<file path="src/rtl/ha_cfg.svh">
// constants for the 8-bit harvard core: widths, addresses, flags
// assumes nothing; included by bare name
`ifndef HA_CFG_SVH
`define HA_CFG_SVH
// instruction word width
`define HA_IR_W 12
// data word width
`define HA_DW 8
// default program counter width (1k words)
`define HA_PW 10
// direct file address width
`define HA_FA_W 5
// no-operation word, also the instruction register reset value
`define HA_NOP 12'h000
// data addresses held inside the core
`define HA_A_INDF 5'h00
`define HA_A_PC 5'h02
`define HA_A_STAT 5'h03
`define HA_A_FSR 5'h04
// status bit positions
`define HA_ST_C 0
`define HA_ST_DIGIT_CARRY 1
`define HA_ST_Z 2
// reset values
`define HA_STAT_RST 8'h00
`define HA_W_RST 8'h00
`define HA_FSR_RST 8'h00
`endif

</file>
<file path="src/rtl/ha_pkg.sv">
// types shared by the core and its arithmetic unit
// assumes nothing; uses no constants from ha_cfg.svh
package ha_pkg;
	// arithmetic unit operations
	typedef enum logic [3:0] {
		HA_AU_PASS_A,
		HA_AU_PASS_W,
		HA_AU_ZERO,
		HA_AU_ADD,
		HA_AU_SUB,
		HA_AU_INC,
		HA_AU_DEC,
		HA_AU_OR,
		HA_AU_AND,
		HA_AU_XOR,
		HA_AU_COM,
		HA_AU_RR,
		HA_AU_RL,
		HA_AU_SWAP,
		HA_AU_BCLR,
		HA_AU_BSET
	} ha_au_op_type;
endpackage

</file>
<file path="src/rtl/ha_arith.sv">
// 8-bit arithmetic unit: combinational result and flags
// assumes the caller picks operands and decides which flags to keep
`timescale 1ns/1ps
`include "ha_cfg.svh"
module ha_arith (
	input wire logic [`HA_DW-1:0] a,
	input wire logic [`HA_DW-1:0] w,
	input wire ha_pkg::ha_au_op_type op,
	input wire logic cin,
	input wire logic [2:0] bsel,
	output logic [`HA_DW-1:0] res,
	output logic c,
	output logic digit_carry_flag,
	output logic z
);
	import ha_pkg::*;

	logic [`HA_DW:0] sum; // nine bits, top is carry out of bit 7
	logic [4:0] nib; // five bits, top is carry out of bit 3
	logic [`HA_DW-1:0] bmask; // one-hot bit select

	////////////////////////////////////////////////////////////////////////
	// operation select
	always_comb begin
		bmask = 8'h01 << bsel;
		sum = 9'h000;
		nib = 5'h00;
		res = a;
		c = cin;
		digit_carry_flag = 1'b0;
		case (op)
			HA_AU_PASS_A: res = a;
			HA_AU_PASS_W: res = w;
			HA_AU_ZERO: res = 8'h00;
			HA_AU_ADD: begin // two's complement add [RQ10] [RQ17]
				sum = {1'b0, a} + {1'b0, w};
				nib = {1'b0, a[3:0]} + {1'b0, w[3:0]};
				res = sum[7:0];
				c = sum[8];
				digit_carry_flag = nib[4];
			end
			HA_AU_SUB: begin // file minus w; carry high means no borrow [RQ15]
				sum = {1'b0, a} + {1'b0, ~w} + 9'h001;
				nib = {1'b0, a[3:0]} + {1'b0, ~w[3:0]} + 5'h01;
				res = sum[7:0];
				c = sum[8];
				digit_carry_flag = nib[4];
			end
			HA_AU_INC: res = a + 8'h01;
			HA_AU_DEC: res = a - 8'h01;
			HA_AU_OR: res = a | w; // logical group [RQ9]
			HA_AU_AND: res = a & w;
			HA_AU_XOR: res = a ^ w;
			HA_AU_COM: res = ~a;
			HA_AU_RR: begin // shift right through carry [RQ9]
				res = {cin, a[7:1]};
				c = a[0];
			end
			HA_AU_RL: begin // shift left through carry
				res = {a[6:0], cin};
				c = a[7];
			end
			HA_AU_SWAP: res = {a[3:0], a[7:4]};
			HA_AU_BCLR: res = a & ~bmask;
			HA_AU_BSET: res = a | bmask;
			default: res = a;
		endcase
	end

	// zero flag from the full 8-bit result [RQ16]
	assign z = (res == 8'h00);
endmodule // ha_arith

</file>
<file path="src/rtl/ha_core.sv">
// execution core of an 8-bit harvard controller with a 12-bit word
// assumes program and data memories answer in the cycle the address stands
`timescale 1ns/1ps
`include "ha_cfg.svh"
// Notes on behaviour
// [RQ1] one 12-bit word fetched per cycle
// [RQ2] separate program and data buses
// [RQ3] fetch of next overlaps current execute
// [RQ4] one cycle per instruction except branches
// [RQ5] taken branch kills fetched word, two cycles
// [RQ6] program width set to 512, 1k, 2k
// [RQ7] pc and status sit in data space
// [RQ8] direct and indirect file addressing, orthogonal
// [RQ9] 8-bit add, subtract, shift, logic
// [RQ10] arithmetic is two's complement
// [RQ11] two operands: w and file or literal
// [RQ12] one operand: w or a file
// [RQ13] w is 8 bits, no data address
// [RQ14] carry, digit carry, zero updated per instruction
// [RQ15] subtract: carries act as borrows
// [RQ16] zero flag set when result is zero
// [RQ17] digit carry from nibble, carry from bit 7
module ha_core #(
	parameter int PW = `HA_PW // 9, 10 or 11 bits of program address [RQ6]
) (
	input wire logic clock,
	input wire logic nrst,
	output logic [PW-1:0] prog_addr_r,
	input wire logic [`HA_IR_W-1:0] prog_data,
	output logic [`HA_FA_W-1:0] data_raddr_r,
	output logic data_re_r,
	input wire logic [`HA_DW-1:0] data_rdata,
	output logic data_we_r,
	output logic [`HA_FA_W-1:0] data_waddr_r,
	output logic [`HA_DW-1:0] data_wdata_r,
	output logic [`HA_DW-1:0] w_r,
	output logic [`HA_DW-1:0] stat_r
);
	import ha_pkg::*;

	logic [`HA_IR_W-1:0] ir_r; // instruction in execute
	logic kill_r; // word in ir_r was fetched behind a branch
	logic [`HA_DW-1:0] fsr_r; // indirect pointer
	logic [`HA_DW-1:0] ext_val; // external read with write forwarding
	logic [`HA_DW-1:0] file_val; // operand read from the file space
	logic [`HA_DW-1:0] au_a; // first operand of the arithmetic unit
	logic [`HA_DW-1:0] au_res;
	logic au_c;
	logic au_digit_carry;
	logic au_z;
	ha_au_op_type op;
	logic use_lit; // literal instead of file operand
	logic wr_w;
	logic wr_f;
	logic fz;
	logic fdc;
	logic fc;
	logic skz; // skip when result is zero
	logic bsk; // bit test skip
	logic is_goto;
	logic skip;
	logic pc_wr;
	logic branch;
	logic [PW-1:0] target;
	logic [`HA_DW-1:0] stat_nxt;
	logic [`HA_DW-1:0] fsr_nxt;
	logic [`HA_FA_W-1:0] eff_addr; // address of the word being fetched
	logic eff_int; // that address lands on a core register

	// true when an address is held inside the core
	function automatic logic is_int(input logic [`HA_FA_W-1:0] a);
		is_int = (a == `HA_A_INDF) || (a == `HA_A_PC) ||
			(a == `HA_A_STAT) || (a == `HA_A_FSR);
	endfunction

	////////////////////////////////////////////////////////////////////////
	// operand read
	// a write still pending on the bus is forwarded, since the memory
	// sees it in the same cycle as the next read
	always_comb begin
		ext_val = data_rdata;
		if (data_we_r && (data_waddr_r == data_raddr_r)) begin
			ext_val = data_wdata_r;
		end
		case (data_raddr_r) // core registers mapped in data space [RQ7]
			`HA_A_INDF: file_val = 8'h00; // pointer aimed at itself
			`HA_A_PC: file_val = prog_addr_r[7:0];
			`HA_A_STAT: file_val = stat_r;
			`HA_A_FSR: file_val = fsr_r;
			default: file_val = ext_val;
		endcase
	end

	////////////////////////////////////////////////////////////////////////
	// decode of the word in execute
	always_comb begin
		op = HA_AU_PASS_A;
		use_lit = 1'b0;
		wr_w = 1'b0;
		wr_f = 1'b0;
		fz = 1'b0;
		fdc = 1'b0;
		fc = 1'b0;
		skz = 1'b0;
		bsk = 1'b0;
		is_goto = 1'b0;
		if (!kill_r) begin // killed word acts as a no-op [RQ5]
			case (ir_r[11:10])
				2'b00: begin // file ops, result to w or file [RQ11] [RQ12]
					wr_w = !ir_r[5];
					wr_f = ir_r[5];
					case (ir_r[9:6])
						4'h0: begin // store w, or no-op when d is clear
							op = HA_AU_PASS_W;
							wr_w = 1'b0;
						end
						4'h1: begin
							op = HA_AU_ZERO;
							fz = 1'b1;
						end
						4'h2: begin // flags per instruction [RQ14]
							op = HA_AU_SUB;
							{fz, fdc, fc} = 3'b111;
						end
						4'h3: begin
							op = HA_AU_DEC;
							fz = 1'b1;
						end
						4'h4: begin
							op = HA_AU_OR;
							fz = 1'b1;
						end
						4'h5: begin
							op = HA_AU_AND;
							fz = 1'b1;
						end
						4'h6: begin
							op = HA_AU_XOR;
							fz = 1'b1;
						end
						4'h7: begin
							op = HA_AU_ADD;
							{fz, fdc, fc} = 3'b111;
						end
						4'h8: fz = 1'b1;
						4'h9: begin
							op = HA_AU_COM;
							fz = 1'b1;
						end
						4'ha: begin
							op = HA_AU_INC;
							fz = 1'b1;
						end
						4'hb: begin
							op = HA_AU_DEC;
							skz = 1'b1;
						end
						4'hc: begin
							op = HA_AU_RR;
							fc = 1'b1;
						end
						4'hd: begin
							op = HA_AU_RL;
							fc = 1'b1;
						end
						4'he: op = HA_AU_SWAP;
						default: begin
							op = HA_AU_INC;
							skz = 1'b1;
						end
					endcase
				end
				2'b01: begin // bit set, clear and test on any file
					if (ir_r[9]) begin
						bsk = 1'b1;
					end else begin
						op = ir_r[8] ? HA_AU_BSET : HA_AU_BCLR;
						wr_f = 1'b1;
					end
				end
				2'b10: begin // literal ops into w [RQ11]
					use_lit = 1'b1;
					wr_w = 1'b1;
					case (ir_r[9:8])
						2'b00: op = HA_AU_PASS_A;
						2'b01: op = HA_AU_OR;
						2'b10: op = HA_AU_AND;
						default: op = HA_AU_XOR;
					endcase
					fz = (ir_r[9:8] != 2'b00);
				end
				default: is_goto = 1'b1;
			endcase
		end
	end

	////////////////////////////////////////////////////////////////////////
	// arithmetic unit on w and file or literal [RQ9] [RQ13]
	assign au_a = use_lit ? ir_r[7:0] : file_val;

	ha_arith u_arith (
		.a(au_a),
		.w(w_r),
		.op(op),
		.cin(stat_r[`HA_ST_C]),
		.bsel(ir_r[7:5]),
		.res(au_res),
		.c(au_c),
		.digit_carry_flag(au_digit_carry),
		.z(au_z)
	);

	////////////////////////////////////////////////////////////////////////
	// flow change: goto, skips and writes to the pc location
	always_comb begin
		skip = (skz && au_z) || (bsk && (file_val[ir_r[7:5]] == ir_r[8]));
		pc_wr = wr_f && (data_raddr_r == `HA_A_PC);
		branch = is_goto || skip || pc_wr; // [RQ4] [RQ5]
		target = prog_addr_r + {{(PW-1){1'b0}}, 1'b1};
		if (is_goto) begin
			target = PW'(ir_r[9:0]);
		end else if (pc_wr) begin
			target[7:0] = au_res;
		end
	end

	////////////////////////////////////////////////////////////////////////
	// next status and pointer; flag updates win over a plain write
	always_comb begin
		stat_nxt = stat_r;
		if (wr_f && (data_raddr_r == `HA_A_STAT)) begin
			stat_nxt = au_res;
		end
		if (fc) begin
			stat_nxt[`HA_ST_C] = au_c; // [RQ14] [RQ17]
		end
		if (fdc) begin
			stat_nxt[`HA_ST_DIGIT_CARRY] = au_digit_carry;
		end
		if (fz) begin
			stat_nxt[`HA_ST_Z] = au_z; // [RQ16]
		end
		fsr_nxt = fsr_r;
		if (wr_f && (data_raddr_r == `HA_A_FSR)) begin
			fsr_nxt = au_res;
		end
	end

	// fetch side address; pointer forwarded so back-to-back indirect works
	always_comb begin
		eff_addr = prog_data[4:0];
		if (eff_addr == `HA_A_INDF) begin
			eff_addr = fsr_nxt[4:0]; // indirect through the pointer [RQ8]
		end
		eff_int = is_int(eff_addr);
	end

	////////////////////////////////////////////////////////////////////////
	// fetch stage: next word captured while this one executes [RQ1] [RQ3]
	always_ff @(posedge clock or negedge nrst) begin
		if (!nrst) begin
			prog_addr_r <= '1;
			ir_r <= `HA_NOP;
			kill_r <= 1'b0;
		end else begin
			ir_r <= prog_data;
			kill_r <= branch; // [RQ5]
			prog_addr_r <= target;
		end
	end

	// data read address runs beside the fetch [RQ2]
	always_ff @(posedge clock or negedge nrst) begin
		if (!nrst) begin
			data_raddr_r <= 5'h00;
			data_re_r <= 1'b0;
		end else begin
			data_raddr_r <= eff_addr;
			data_re_r <= !branch && !eff_int && !prog_data[11];
		end
	end

	// external write of a file result
	always_ff @(posedge clock or negedge nrst) begin
		if (!nrst) begin
			data_we_r <= 1'b0;
			data_waddr_r <= 5'h00;
			data_wdata_r <= 8'h00;
		end else begin
			data_we_r <= wr_f && !is_int(data_raddr_r);
			data_waddr_r <= data_raddr_r;
			data_wdata_r <= au_res;
		end
	end

	// working register, never decoded as a data address [RQ13]
	always_ff @(posedge clock or negedge nrst) begin
		if (!nrst) begin
			w_r <= `HA_W_RST;
		end else if (wr_w) begin
			w_r <= au_res;
		end
	end

	// status and pointer registers
	always_ff @(posedge clock or negedge nrst) begin
		if (!nrst) begin
			stat_r <= `HA_STAT_RST;
			fsr_r <= `HA_FSR_RST;
		end else begin
			stat_r <= stat_nxt;
			fsr_r <= fsr_nxt;
		end
	end
endmodule // ha_core

</file>
<file path="config.mk">
export PLATFORM = sky130hd
export DESIGN_NAME = ha_core
export DESIGN_NICKNAME = d
export VERILOG_FILES = /design/src/rtl/ha_pkg.sv /design/src/rtl/ha_arith.sv /design/src/rtl/ha_core.sv
export VERILOG_INCLUDE_DIRS = /design/src /design/src/rtl
export SDC_FILE = /design/constraint.sdc
export NUM_CORES = 1
export LEC_CHECK = 0
export ABC_CLOCK_PERIOD_IN_PS = 14680
export BUFFER_PORTS_ARGS = -buffer_cell sky130_fd_sc_hd__clkbuf_2
export CORE_UTILIZATION = 60
export CTS_CLUSTER_DIAMETER = 80
export CTS_CLUSTER_SIZE = 24
export DETAILED_ROUTE_END_ITERATION = 10
export GPL_TIMING_DRIVEN = 0
export PLACE_DENSITY_LB_ADDON = 0.2
export SYNTH_ARGS = -nofsm -noshare
export SYNTH_HDL_FRONTEND = slang
export SYNTH_SLANG_ARGS = --single-unit
</file>
<file path="constraint.sdc">
create_clock -name clock -period 14.68 [get_ports clock]
set_clock_uncertainty 0.15 [all_clocks]
set_input_delay 2.936 -clock clock [delete_from_list [all_inputs] [get_ports clock]]
set_output_delay 2.936 -clock clock [all_outputs]
set_load 0.01 [all_outputs]
</file>
==> key figures, run 1 <==
Timing
  • Worst hold slack: 0.375 ns
  • Fmax: between 100 and 150 MHz
  • Worst Max-Slew Pin Slew: approximately 1.4 ns
  • Max-slew violations: 0
  • Final min period: between 7 and 8 ns
  • Rel. slew slack: slightly above 7%
  • RSZ-0062 raised after global routing: no
  • Setup_tns: 0 ns
  • Period utilisation layout: 51.8%
  • PnR worst setup slack: between 7 and 8 ns
  • Final setup fails: 0
  • Final Hold Viols: 0

Yosys
  • EDFF count, synth: 0
  • Largest area contributor in the netlist: dfrtp_1
  • Yosys reg bits: 67
  • Mapped Area: 5550 µm²
  • Mean Syn Cell Area: 8.52 µm²
  • Synth top cells by count: 57 x dfrtp_1, 57 x nor2_1, 50 x a21oi_1, 49 x nand2_1, 32 x o21ai_0
  • Syn Nets: between 600 and 700
  • Seq/Total Area, Yosys: a little over 30%
  • Async SR Flop Fraction: between 90% and 100%
  • Syn Inst Count: around 650
  • Library cells used by synthesis: 88
  • Top cell type's share of synthesized area: between 20 and 30%
  • Main flop type after synthesis: dfrtp_1
  • Ranking of synthesized cells by area: dfrtp_1 26%, ha_1 5.2%, dfstp_2 4.7%
  • Ys Warns: 0

Power and ir drop
  • Leak pwr: approximately 2.7 nW
  • Max rail drop VDD: roughly 170 µV
  • Clk pwr share: roughly 17%
  • Sw Pwr: between 0.3 and 0.4 mW
  • Sw Ratio: a little under half
  • Reg power frac: between 30% and 40%
  • PD cells: 129 nW/µm²
  • P_int: ~0.43 mW
  • Comb power frac: a little under half

Worst setup path
  • Crit path DAT: around 7.7 ns
  • CP Launch Type: input pin
  • Max incr delay on CP: between 0.9 and 1 ns
  • CP Capture Type: register
  • WP data required: between 10 and 15 ns
  • Crit path cell chain: clkbuf_2, o211ai_1, and3_1, a21o_1, inv_1, fa_1, a21o_1, a21oi_1, o21bai_1, a21oi_1, xnor2_1, and2_1, a2111oi_0, and3_1, clkbuf_1, nand4_1, o31a_1, o311a_1
  • Setup CP Type: input pin to register
  • Slowest-stage cell, CP: a2111oi_0
  • CP max FO: 6

Finish
  • Ant diodes: 0
  • Number of fill cells: approximately 650
  • Layout area overhead: 11.7%
  • Nets: 777
  • Fin util: a little over two thirds
  • Proportion of layout cells with a drive suffix above 1: 19.5%
  • Non-filler cells, final: 842

Routing
  • Initial DRT Pass Iterations: 9
  • Antenna Nets Post-Route: 0
  • Detailed-route DRC error count: 1
  • Final wirelength: about 20000 µm
  • Via density: around 7.2
  • DR vias: 6022
  • Initial drt markers: between 700 and 800
  • WL per Instance: approximately 24 µm

Placed design
  • Place WS: roughly 7.0 ns
  • RePlAce Congestion: ~1.0
  • Detailed Place HPWL: 15200 µm
  • Inst Count DP: between 800 and 900
  • PortBufs: 67

GRT
  • Largest net degree at the start of global routing: between 60 and 70
  • Global Route Usage Sum: roughly 43%
  • First-pass GRT wire length: roughly 32000 µm
  • Initial antenna violation count: 0
  • Vias in the first global route: between 5000 and 6000
  • Total gr overflow: 0

Flow run
  • MaxCap Viol Count: 0

Clock tree
  • Worst-path clk slew: 0.07 ns
  • Hold_buf cts: 0
  • CTS resizes: 0
  • Postcts setup bufs: 0
  • Clock tree buffer depth: 2
  • Worst-Skew Late Latency: ~0.35 ns
  • CTS tree: built
  • CTS H-tree lvls: 3
  • Total CTS buffers: 9
  • Clock Sinks: 67
  • CTS root buffer: clkbuf_8

Floorplanning
  • Chip width: slightly below 100 µm
  • Die area: 9640 µm²
  • Initial core utilization: about 63%
  • Row count: 34
  • Num ports: approximately 70
  • Area of the core: slightly below 9000 µm²
  • Chip height: just under 100 µm

Worst hold path
  • Hold crit path type: register to register

Run status
  • Outcome: finished, violations left
  • Failing checks: design-rule violations
[cell usage in the layout, fill, tap and decap left out, drive strengths merged, types with 5 or more instances in the layout]
| cell | n |
|---|---|
| xor2 | 13 |
| and3 | 21 |
| o211ai | 10 |
| xnor2 | 16 |
| nor4 | 8 |
| dfstp | 10 |
| nor2 | 57 |
| a21o | 13 |
| a22oi | 8 |
| dfrtp | 57 |
| o22ai | 7 |
| mux2 | 6 |
| o221ai | 9 |
| o31ai | 6 |
| inv | 30 |
| nand3 | 15 |
| nand3b | 6 |
| nand4 | 18 |
| nor2b | 9 |
| a21oi | 51 |
| nand2b | 13 |
| nand2 | 49 |
| buf | 23 |
| ha | 23 |
| a221oi | 9 |
| nor3 | 7 |
| and2 | 17 |
| o21bai | 5 |
| clkbuf | 91 |
| mux2i | 11 |
| clkinv | 5 |
| o21ai | 37 |
[path summary, 6_finish.rpt]
kind	endpoint	slack, ns	depth (start not counted)	start
max in group asynchronous	stat_r[7]	11.23	1	nrst
min in group asynchronous	data_re_r	2.59	1	nrst
min reg2reg	data_waddr_r[4]	0.38	0	data_raddr_r[4]
max reg2reg	data_re_r	8.02	18	ir_r[10]
min	data_waddr_r[4]	0.38	0	data_raddr_r[4]
max	data_re_r	7.07	18	data_rdata[1]
[per-stage QoR]
stage | total power [mW] | cell area [µm²]
6_report | 0.799 | 6200
4_1_cts | 0.781 | 6200
5_1_grt | 0.833 | 6200
3_5_place_dp | 0.642 | 6020
2_1_floorplan | 0.506 | 5550
3_3_place_gp | 0.632 | 6020
[cell type report]
| cell class | instances | area (µm²) | area share [%] |
|---|---|---|---|
| Buffer | 38 | 206 | 3.33 |
| Clock inverter | 7 | 52.6 | 0.848 |
| Tap cell | 108 | 135 | 2.18 |
| Multi-Input combinational cell | 517 | 3540 | 57.2 |
| Sequential cell | 67 | 1690 | 27.3 |
| Inverter | 29 | 109 | 1.76 |
| Timing Repair Buffer | 67 | 338 | 5.45 |
| Clock buffer | 9 | 124 | 2.00 |
[cell families after synthesis]
logic type | share of synthesized area (%)
buffers and inverters | 5.68
flip-flops | 30.4
adder cells (fa/ha/maj) | 6.27
AO/OA/AOI/OAI | 25.8
AND/OR/NAND/NOR | 23.9
XOR/XNOR | 4.58
multiplexers | 3.34
[registers in the layout, summed over array words and instances, names as in the netlist]
register	flops
data_raddr_r	5
data_re_r	1
data_waddr_r	5
data_wdata_r	8
data_we_r	1
fsr_r	8
ir_r	12
kill_r	1
prog_addr_r	10
stat_r	8
w_r	8
[power by group through the flow]
stage          clock, mW  combinational (mW)  sequential [mW]
2_1_floorplan          0               0.222            0.283
3_3_place_gp           0               0.347            0.285
3_5_place_dp           0               0.354            0.288
4_1_cts            0.138               0.358            0.284
5_1_grt            0.145               0.396            0.291
6_report           0.139               0.372            0.289
[worst max-delay path: cells and delay by family]
| family | cells | cell delay (ns) |
|---|---|---|
| simple gates | 4 | 1.00 |
| compound gates | 9 | 2.57 |
| buf+inv | 3 | 0.65 |
| xor+xnor | 1 | 0.09 |
| fa+ha+maj | 1 | 0.43 |
[layer usage]
layer	part of all wire, %	GRT usage [%]	up-vias	wire (µm)
met5	0	0	-	0
met4	6.4	23.3	0	1290
met3	11	9.52	113	2250
met2	45	69.9	464	9180
met1	37	53.3	2865	7510
li1	-	-	2580	-
No activity file was read; power rests on OpenSTA's default activity.
==> run 2, diff against run 1 <==
--- a/config.mk
+++ b/config.mk
@@ -6,7 +6,8 @@
 export SDC_FILE = /design/constraint.sdc
 export NUM_CORES = 1
 export LEC_CHECK = 0
-export ABC_CLOCK_PERIOD_IN_PS = 14680
+export ABC_AREA = 1
+export ABC_CLOCK_PERIOD_IN_PS = 7050
 export BUFFER_PORTS_ARGS = -buffer_cell sky130_fd_sc_hd__clkbuf_2
 export CORE_UTILIZATION = 60
 export CTS_CLUSTER_DIAMETER = 80
==> constraint.sdc (replaced) <==
create_clock -name clock -period 7.05 [get_ports clock]
set_clock_uncertainty 0.15 [all_clocks]
set_input_delay 1.41 -clock clock [delete_from_list [all_inputs] [get_ports clock]]
set_output_delay 1.41 -clock clock [all_outputs]
set_load 0.01 [all_outputs]
==> key figures, run 2 <==
Timing
  • Max-slew violations: 0 (unchanged)
  • Final min period: between 4 and 5 ns
  • Worst Max-Slew Pin Slew: 0.930 ns (-0.452 ns)
  • RSZ-0062 raised after global routing: no
  • Period utilisation layout: a little under 70%
  • Final setup fails: 0 (unchanged)
  • Rel. slew slack: 37.8% (+31 points)
  • Final Hold Viols: 0 (unchanged)
  • Fmax: around 210 MHz
  • Worst hold slack: 0.309 ns (-0.0658 ns)
  • Setup_tns: 0 ns (unchanged)

Finish
  • Largest register by flop count: ir_r
  • Layout area overhead: 12.3%
  • Number of fill cells: 864 (+33%)
  • Fin util: 70.5% (+0.44 points)
  • Non-filler cells, final: 1080 (+28%)
  • Biggest regs: ir_r x12, prog_addr_r x10
  • Proportion of layout cells with a drive suffix above 1: 20.8% (+1.3 points)
  • Cell area after layout: 6610 µm² (+6.6%)
  • Nets: 994 (+28%)
  • Most frequent cells in the layout: 253 x nand2_1, 103 x inv_1, 72 x nand3_1
  • Ant diodes: 0 (unchanged)
  • Most common library cell in the layout ignoring fill and taps: nand2_1
  • Largest register FFs: 12 (unchanged)

Routing
  • Detailed-route DRC error count: 0 (-1)
  • WL per Instance: 16.5 µm (-31%)
  • DR vias: 6127 (+1.7%)
  • Final wirelength: 17800 µm (-12%)
  • Initial drt markers: 693 (-5.8%)
  • Initial DRT Pass Iterations: 6 (-3)
  • Antenna Nets Post-Route: 0 (unchanged)
  • Via density: 5.67 (-21%)

Floorplanning
  • Chip width: 101 µm (+2.9%)
  • Chip height: 101 µm (+2.9%)
  • Row count: 35 (+2.9%)
  • Area of the core: 9370 µm² (+5.9%)
  • Initial core utilization: 62.8% (+0.065 points)
  • Die area: 10200 µm² (+5.9%)
  • Num ports: 68 (unchanged)

GRT
  • Vias in the first global route: 5751 (+0.49%)
  • Global Route Usage Sum: 37.4% (-5.5 points)
  • Largest net degree at the start of global routing: 68 (unchanged)
  • First-pass GRT wire length: 28700 µm (-9.8%)
  • Total gr overflow: 0 (unchanged)
  • Initial antenna violation count: 0 (unchanged)

Run status
  • Outcome: finished, final reports clean

Yosys
  • Ranking of synthesized cells by area: dfrtp_1 24%, nand2_1 16%, inv_1 6.6%
  • Async SR Flop Fraction: 100% (unchanged)
  • Seq/Total Area, Yosys: 28.7% (-1.7 points)
  • Synth top cells by count: 253 x nand2_1, 103 x inv_1, 72 x nand3_1, 65 x nor2_1, 57 x dfrtp_1
  • Syn Inst Count: 868 (+33%)
  • Top cell type's share of synthesized area: 24.2% (-1.5 points)
  • Yosys reg bits: 67 (unchanged)
  • Main flop type after synthesis: dfrtp_1
  • Count leader, synth: nand2_1
  • Ys Warns: 0 (unchanged)
  • Library cells used by synthesis: 49 (-44%)
  • Syn Nets: 916 (+31%)
  • EDFF count, synth: 0 (unchanged)
  • Mapped Area: 5880 µm² (+6.0%)
  • Largest area contributor in the netlist: dfrtp_1
  • Mean Syn Cell Area: 6.78 µm² (-20%)

Power and ir drop
  • Reg power frac: 33.5% (-2.6 points)
  • P_int: 0.967 mW (+120%)
  • PD cells: 266 nW/µm² (+110%)
  • Comb power frac: 45.4% (-1.1 points)
  • Sw Ratio: 45.0% (-0.70 points)
  • Max rail drop VDD: 185 µV (+12%)
  • Leak pwr: 3.49 nW (+27%)
  • Clk pwr share: 21.1% (+3.7 points)
  • Sw Pwr: 0.791 mW (+120%)

Clock tree
  • Hold_buf cts: 0 (unchanged)
  • Worst-path clk slew: 0.08 ns (about the same)
  • CTS tree: built
  • CTS H-tree lvls: 3 (unchanged)
  • Worst-Skew Late Latency: 0.36 ns (about the same)
  • Total CTS buffers: 9 (unchanged)
  • Clock Sinks: 67 (unchanged)
  • Clock tree buffer depth: 2 (unchanged)
  • CTS root buffer: clkbuf_8
  • CTS resizes: 0 (unchanged)
  • Postcts setup bufs: 0 (unchanged)

Placed design
  • Placement Cell Area: 6380 µm² (+6.0%)
  • Detailed Place HPWL: 13700 µm (-10%)
  • RePlAce Congestion: 0.963 (-4.9%)
  • PortBufs: 67 (unchanged)
  • Inst Count DP: 1064 (+29%)

Worst setup path
  • CP Capture Type: register
  • WP data required: 7.15 ns (-7.61 ns)
  • CP max FO: 9 (+3)
  • CP Launch Type: register
  • Setup CP Type: register to register
  • Crit path DAT: 4.93 ns (-2.76 ns)

Worst hold path
  • Hold crit path type: register to register

Flow run
  • MaxCap Viol Count: 0 (unchanged)
==> run 2: worst max-delay path, stage by stage, from the launching register on <==
cell and delay, ns:
dfrtp_1 0.44, inv_1 0.08, nand2_1 0.06, nand2_1 0.06
nor2_2 0.33, nand3_4 0.18, nand2_1 0.10, nand3_1 0.15
nand3_2 0.13, nand2_2 0.13, inv_2 0.14, ha_1 0.21
inv_1 0.08, fa_1 0.41, o21ai_0 0.44, a21oi_1 0.15
o21bai_1 0.19, nand2_1 0.09, a21oi_1 0.18, nand2_1 0.08
nor2_1 0.16, nand3_2 0.27, nor2_1 0.17, nand2_1 0.07
nor2_2 0.10, nand3_1 0.09, nand2_2 0.08, nor2_2 0.04
==> run 2: routing by layer <==
layer / GRT usage (%) / wire (µm) / vias up
met5: 0 / 0 / -
met1: 48.5 / 7130 / 2761
met4: 22.0 / 962 / 0
met3: 5.76 / 1700 / 67
li1: - / - / 2969
met2: 59.3 / 8020 / 330
==> run 2: path summary, 6_finish.rpt <==
path	start	endpoint	slack (ns)	cells after the start
setup / recovery	data_raddr_r[4]	data_re_r	2.22	27
hold / removal	data_raddr_r[0]	data_waddr_r[0]	0.31	0
setup reg to reg	data_raddr_r[4]	data_re_r	2.22	27
hold reg to reg	data_raddr_r[0]	data_waddr_r[0]	0.31	0
max in group asynchronous	nrst	ir_r[2]	5.10	1
min in group asynchronous	nrst	stat_r[6]	1.04	1
==> run 2: power by group through the flow <==
| stage | Combinational [mW] | Clock (mW) | Sequential [mW] |
|---|---|---|---|
| 6_report | 0.798 | 0.370 | 0.589 |
| 5_1_grt | 0.886 | 0.389 | 0.595 |
| 4_1_cts | 0.783 | 0.370 | 0.585 |
| 3_5_place_dp | 0.778 | 0 | 0.592 |
| 3_3_place_gp | 0.765 | 0 | 0.590 |
| 2_1_floorplan | 0.514 | 0 | 0.592 |
==> run 2: cells by family (layout without fill, tap and decap cells) <==
logic type,after synthesis,in the layout,share of synthesized area (%)
compound gates,112,112,11.0
xor+xnor,15,15,2.23
fa+ha+maj,26,26,5.91
buf+inv,139,222,9.55
flops,67,67,28.7
simple gates,509,509,42.6
==> run 2: area by class of cell <==
type                    instances  area, µm²  area share, %
clock buffers                   9        124           1.88
well taps                     129        161           2.44
multi-input cells             662       3630           55.0
plain buffers                  12       80.1           1.21
inverters                     127        482           7.29
repair buffers                 67        338           5.11
clock inverters                 7        100           1.52
flip-flops and latches         67       1690           25.6
==> run 2: per-stage QoR <==
step                power [mW]  setup slack [ns]
detailed placement        1.37              2.00
CTS                       1.74              2.30
global route              1.87              1.84
floorplan                 1.11              2.89
global placement          1.36              2.01
finish                    1.76              2.22
==> run 3, diff against run 2 <==
--- a/config.mk
+++ b/config.mk
@@ -7,7 +7,7 @@
 export NUM_CORES = 1
 export LEC_CHECK = 0
 export ABC_AREA = 1
-export ABC_CLOCK_PERIOD_IN_PS = 7050
+export ABC_CLOCK_PERIOD_IN_PS = 4750
 export BUFFER_PORTS_ARGS = -buffer_cell sky130_fd_sc_hd__clkbuf_2
 export CORE_UTILIZATION = 60
 export CTS_CLUSTER_DIAMETER = 80
==> constraint.sdc (replaced) <==
create_clock -name clock -period 4.75 [get_ports clock]
set_clock_uncertainty 0.15 [all_clocks]
set_input_delay 0.95 -clock clock [delete_from_list [all_inputs] [get_ports clock]]
set_output_delay 0.95 -clock clock [all_outputs]
set_load 0.01 [all_outputs]
==> key figures, run 3 (synthesis results as in run 2) <==
Routing
  • Initial DRT Pass Iterations: 5 (-1)
  • Detailed-route DRC error count: 0 (unchanged)
  • Via density: 5.70 (+0.49%)
  • Antenna Nets Post-Route: 0 (unchanged)
  • DR vias: 6180 (+0.87%)
  • Final wirelength: 17900 µm (+0.53%)
  • WL per Instance: 16.5 µm (+0.16%)
  • Initial drt markers: 715 (+3.2%)

Placed design
  • PortBufs: 67 (unchanged)
  • Placement Cell Area: 6380 µm² (unchanged)
  • RePlAce Congestion: 0.963 (unchanged)
  • Inst Count DP: 1064 (unchanged)
  • Detailed Place HPWL: 13700 µm (unchanged)

Finish
  • Largest register FFs: 12 (unchanged)
  • Layout area overhead: 13.5%
  • Non-filler cells, final: 1084 (+0.37%)
  • Most common library cell in the layout ignoring fill and taps: nand2_1
  • Ant diodes: 0 (unchanged)
  • Nets: 998 (+0.40%)
  • Proportion of layout cells with a drive suffix above 1: 22.0% (+1.2 points)
  • Biggest regs: ir_r x12, prog_addr_r x10
  • Cell area after layout: 6680 µm² (+1.1%)
  • Largest register by flop count: ir_r
  • Most frequent cells in the layout: 253 x nand2_1, 102 x inv_1, 71 x nand3_1

Worst setup path
  • CP max FO: 8 (-1)
  • WP data required: 4.84 ns (-2.31 ns)
  • Most frequent CP cell: nand2_1
  • CP Launch Type: register
  • Slowest-stage cell, CP: dfrtp_1
  • Critical path buffers and inverters: 3 (unchanged)
  • Setup CP Type: register to register
  • CP Capture Type: register
  • Crit path DAT: 4.43 ns (-0.50 ns)
  • Max incr delay on CP: 0.44 ns (about the same)
  • Delay-heaviest family, CP: simple AND/OR/NAND/NOR gates

Timing
  • Final setup fails: 0 (unchanged)
  • Max-slew violations: 0 (unchanged)
  • Final Hold Viols: 0 (unchanged)
  • Fmax: 231 MHz (+11%)
  • Worst Max-Slew Pin Slew: 0.973 ns (+0.0429 ns)
  • Final min period: 4.33 ns (-0.496 ns)
  • RSZ-0062 raised after global routing: no
  • Worst hold slack: 0.301 ns (-0.00798 ns)
  • Rel. slew slack: 34.9% (-2.9 points)
  • Setup_tns: 0 ns (unchanged)
  • Period utilisation layout: 91.2% (+23 points)

GRT
  • Total gr overflow: 0 (unchanged)
  • Largest net degree at the start of global routing: 68 (unchanged)
  • Global Route Usage Sum: 37.4% (unchanged)
  • First-pass GRT wire length: 28700 µm (unchanged)
  • Initial antenna violation count: 0 (unchanged)
  • Vias in the first global route: 5751 (unchanged)

Power and ir drop
  • Max rail drop VDD: 274 µV (+48%)
  • PD cells: 392 nW/µm² (+47%)
  • Leak pwr: 3.51 nW (+0.84%)
  • Power Total: 2.62 mW (+49%)

Floorplanning
  • Initial core utilization: 62.8% (unchanged)
  • Chip height: 101 µm (unchanged)
  • Row count: 35 (unchanged)
  • Chip width: 101 µm (unchanged)
  • Area of the core: 9370 µm² (unchanged)
  • Num ports: 68 (unchanged)
  • Die area: 10200 µm² (unchanged)

Clock tree
  • Hold_buf cts: 0 (unchanged)
  • CTS root buffer: clkbuf_8
  • CTS H-tree lvls: 3 (unchanged)
  • CTS tree: built
  • Clock tree buffer depth: 2 (unchanged)
  • Total CTS buffers: 9 (unchanged)
  • Clock Sinks: 67 (unchanged)
  • Worst-path clk slew: 0.08 ns (about the same)
  • Worst-Skew Late Latency: 0.36 ns (about the same)

Worst hold path
  • Hold crit path type: register to register

Flow run
  • MaxCap Viol Count: 0 (unchanged)

Run status
  • Outcome: finished, final reports clean
run 3: timing repair:
action,CTS,global route
endpoints found under the setup margin,0,7
hold endpoints to repair,0,0
setup buffers,0,5
gates resized for setup,0,12
run 3: stage by stage:
stage          utilization [%]  setup slack [ns]
2_1_floorplan                -             0.980
3_3_place_gp              68.1            0.0738
3_5_place_dp              68.1            0.0597
4_1_cts                   70.5           0.00357
5_1_grt                   71.3            0.0756
6_report                  71.3             0.416
run 3: layout make-up:
type	count	area [µm²]
multi-input cells	662	3670
plain buffers	11	76.3
clock buffers	9	124
clock inverters	7	100
repair buffers	72	375
flip-flops and latches	67	1690
well taps	129	161
inverters	127	482
fillers	854	2690
run 3: worst paths after layout:
kind | startpoint | end | slack (ns) | cells after the start
worst min-delay path | data_raddr_r[0] | data_waddr_r[0] | 0.30 | 0
max in group asynchronous | nrst | data_raddr_r[1] | 3.20 | 1
worst min register to register | data_raddr_r[0] | data_waddr_r[0] | 0.30 | 0
worst max-delay path | data_raddr_r[3] | data_re_r | 0.42 | 27
min in group asynchronous | nrst | stat_r[6] | 0.59 | 1
worst max register to register | data_raddr_r[3] | data_re_r | 0.42 | 27
run 3: power by group:
group	internal, mW	switching (mW)
Combinational	0.428	0.771
Clock	0.299	0.248
Sequential	0.717	0.156
Total	1.44	1.17
run 3: per-layer routing:
| metal | global-route usage, % | up-vias | wire length, µm |
|---|---|---|---|
| met5 | 0 | - | 0 |
| met4 | 22.0 | 0 | 1020 |
| met3 | 5.76 | 74 | 1630 |
| met2 | 59.3 | 327 | 8080 |
| met1 | 48.5 | 2796 | 7170 |
| li1 | - | 2983 | - |
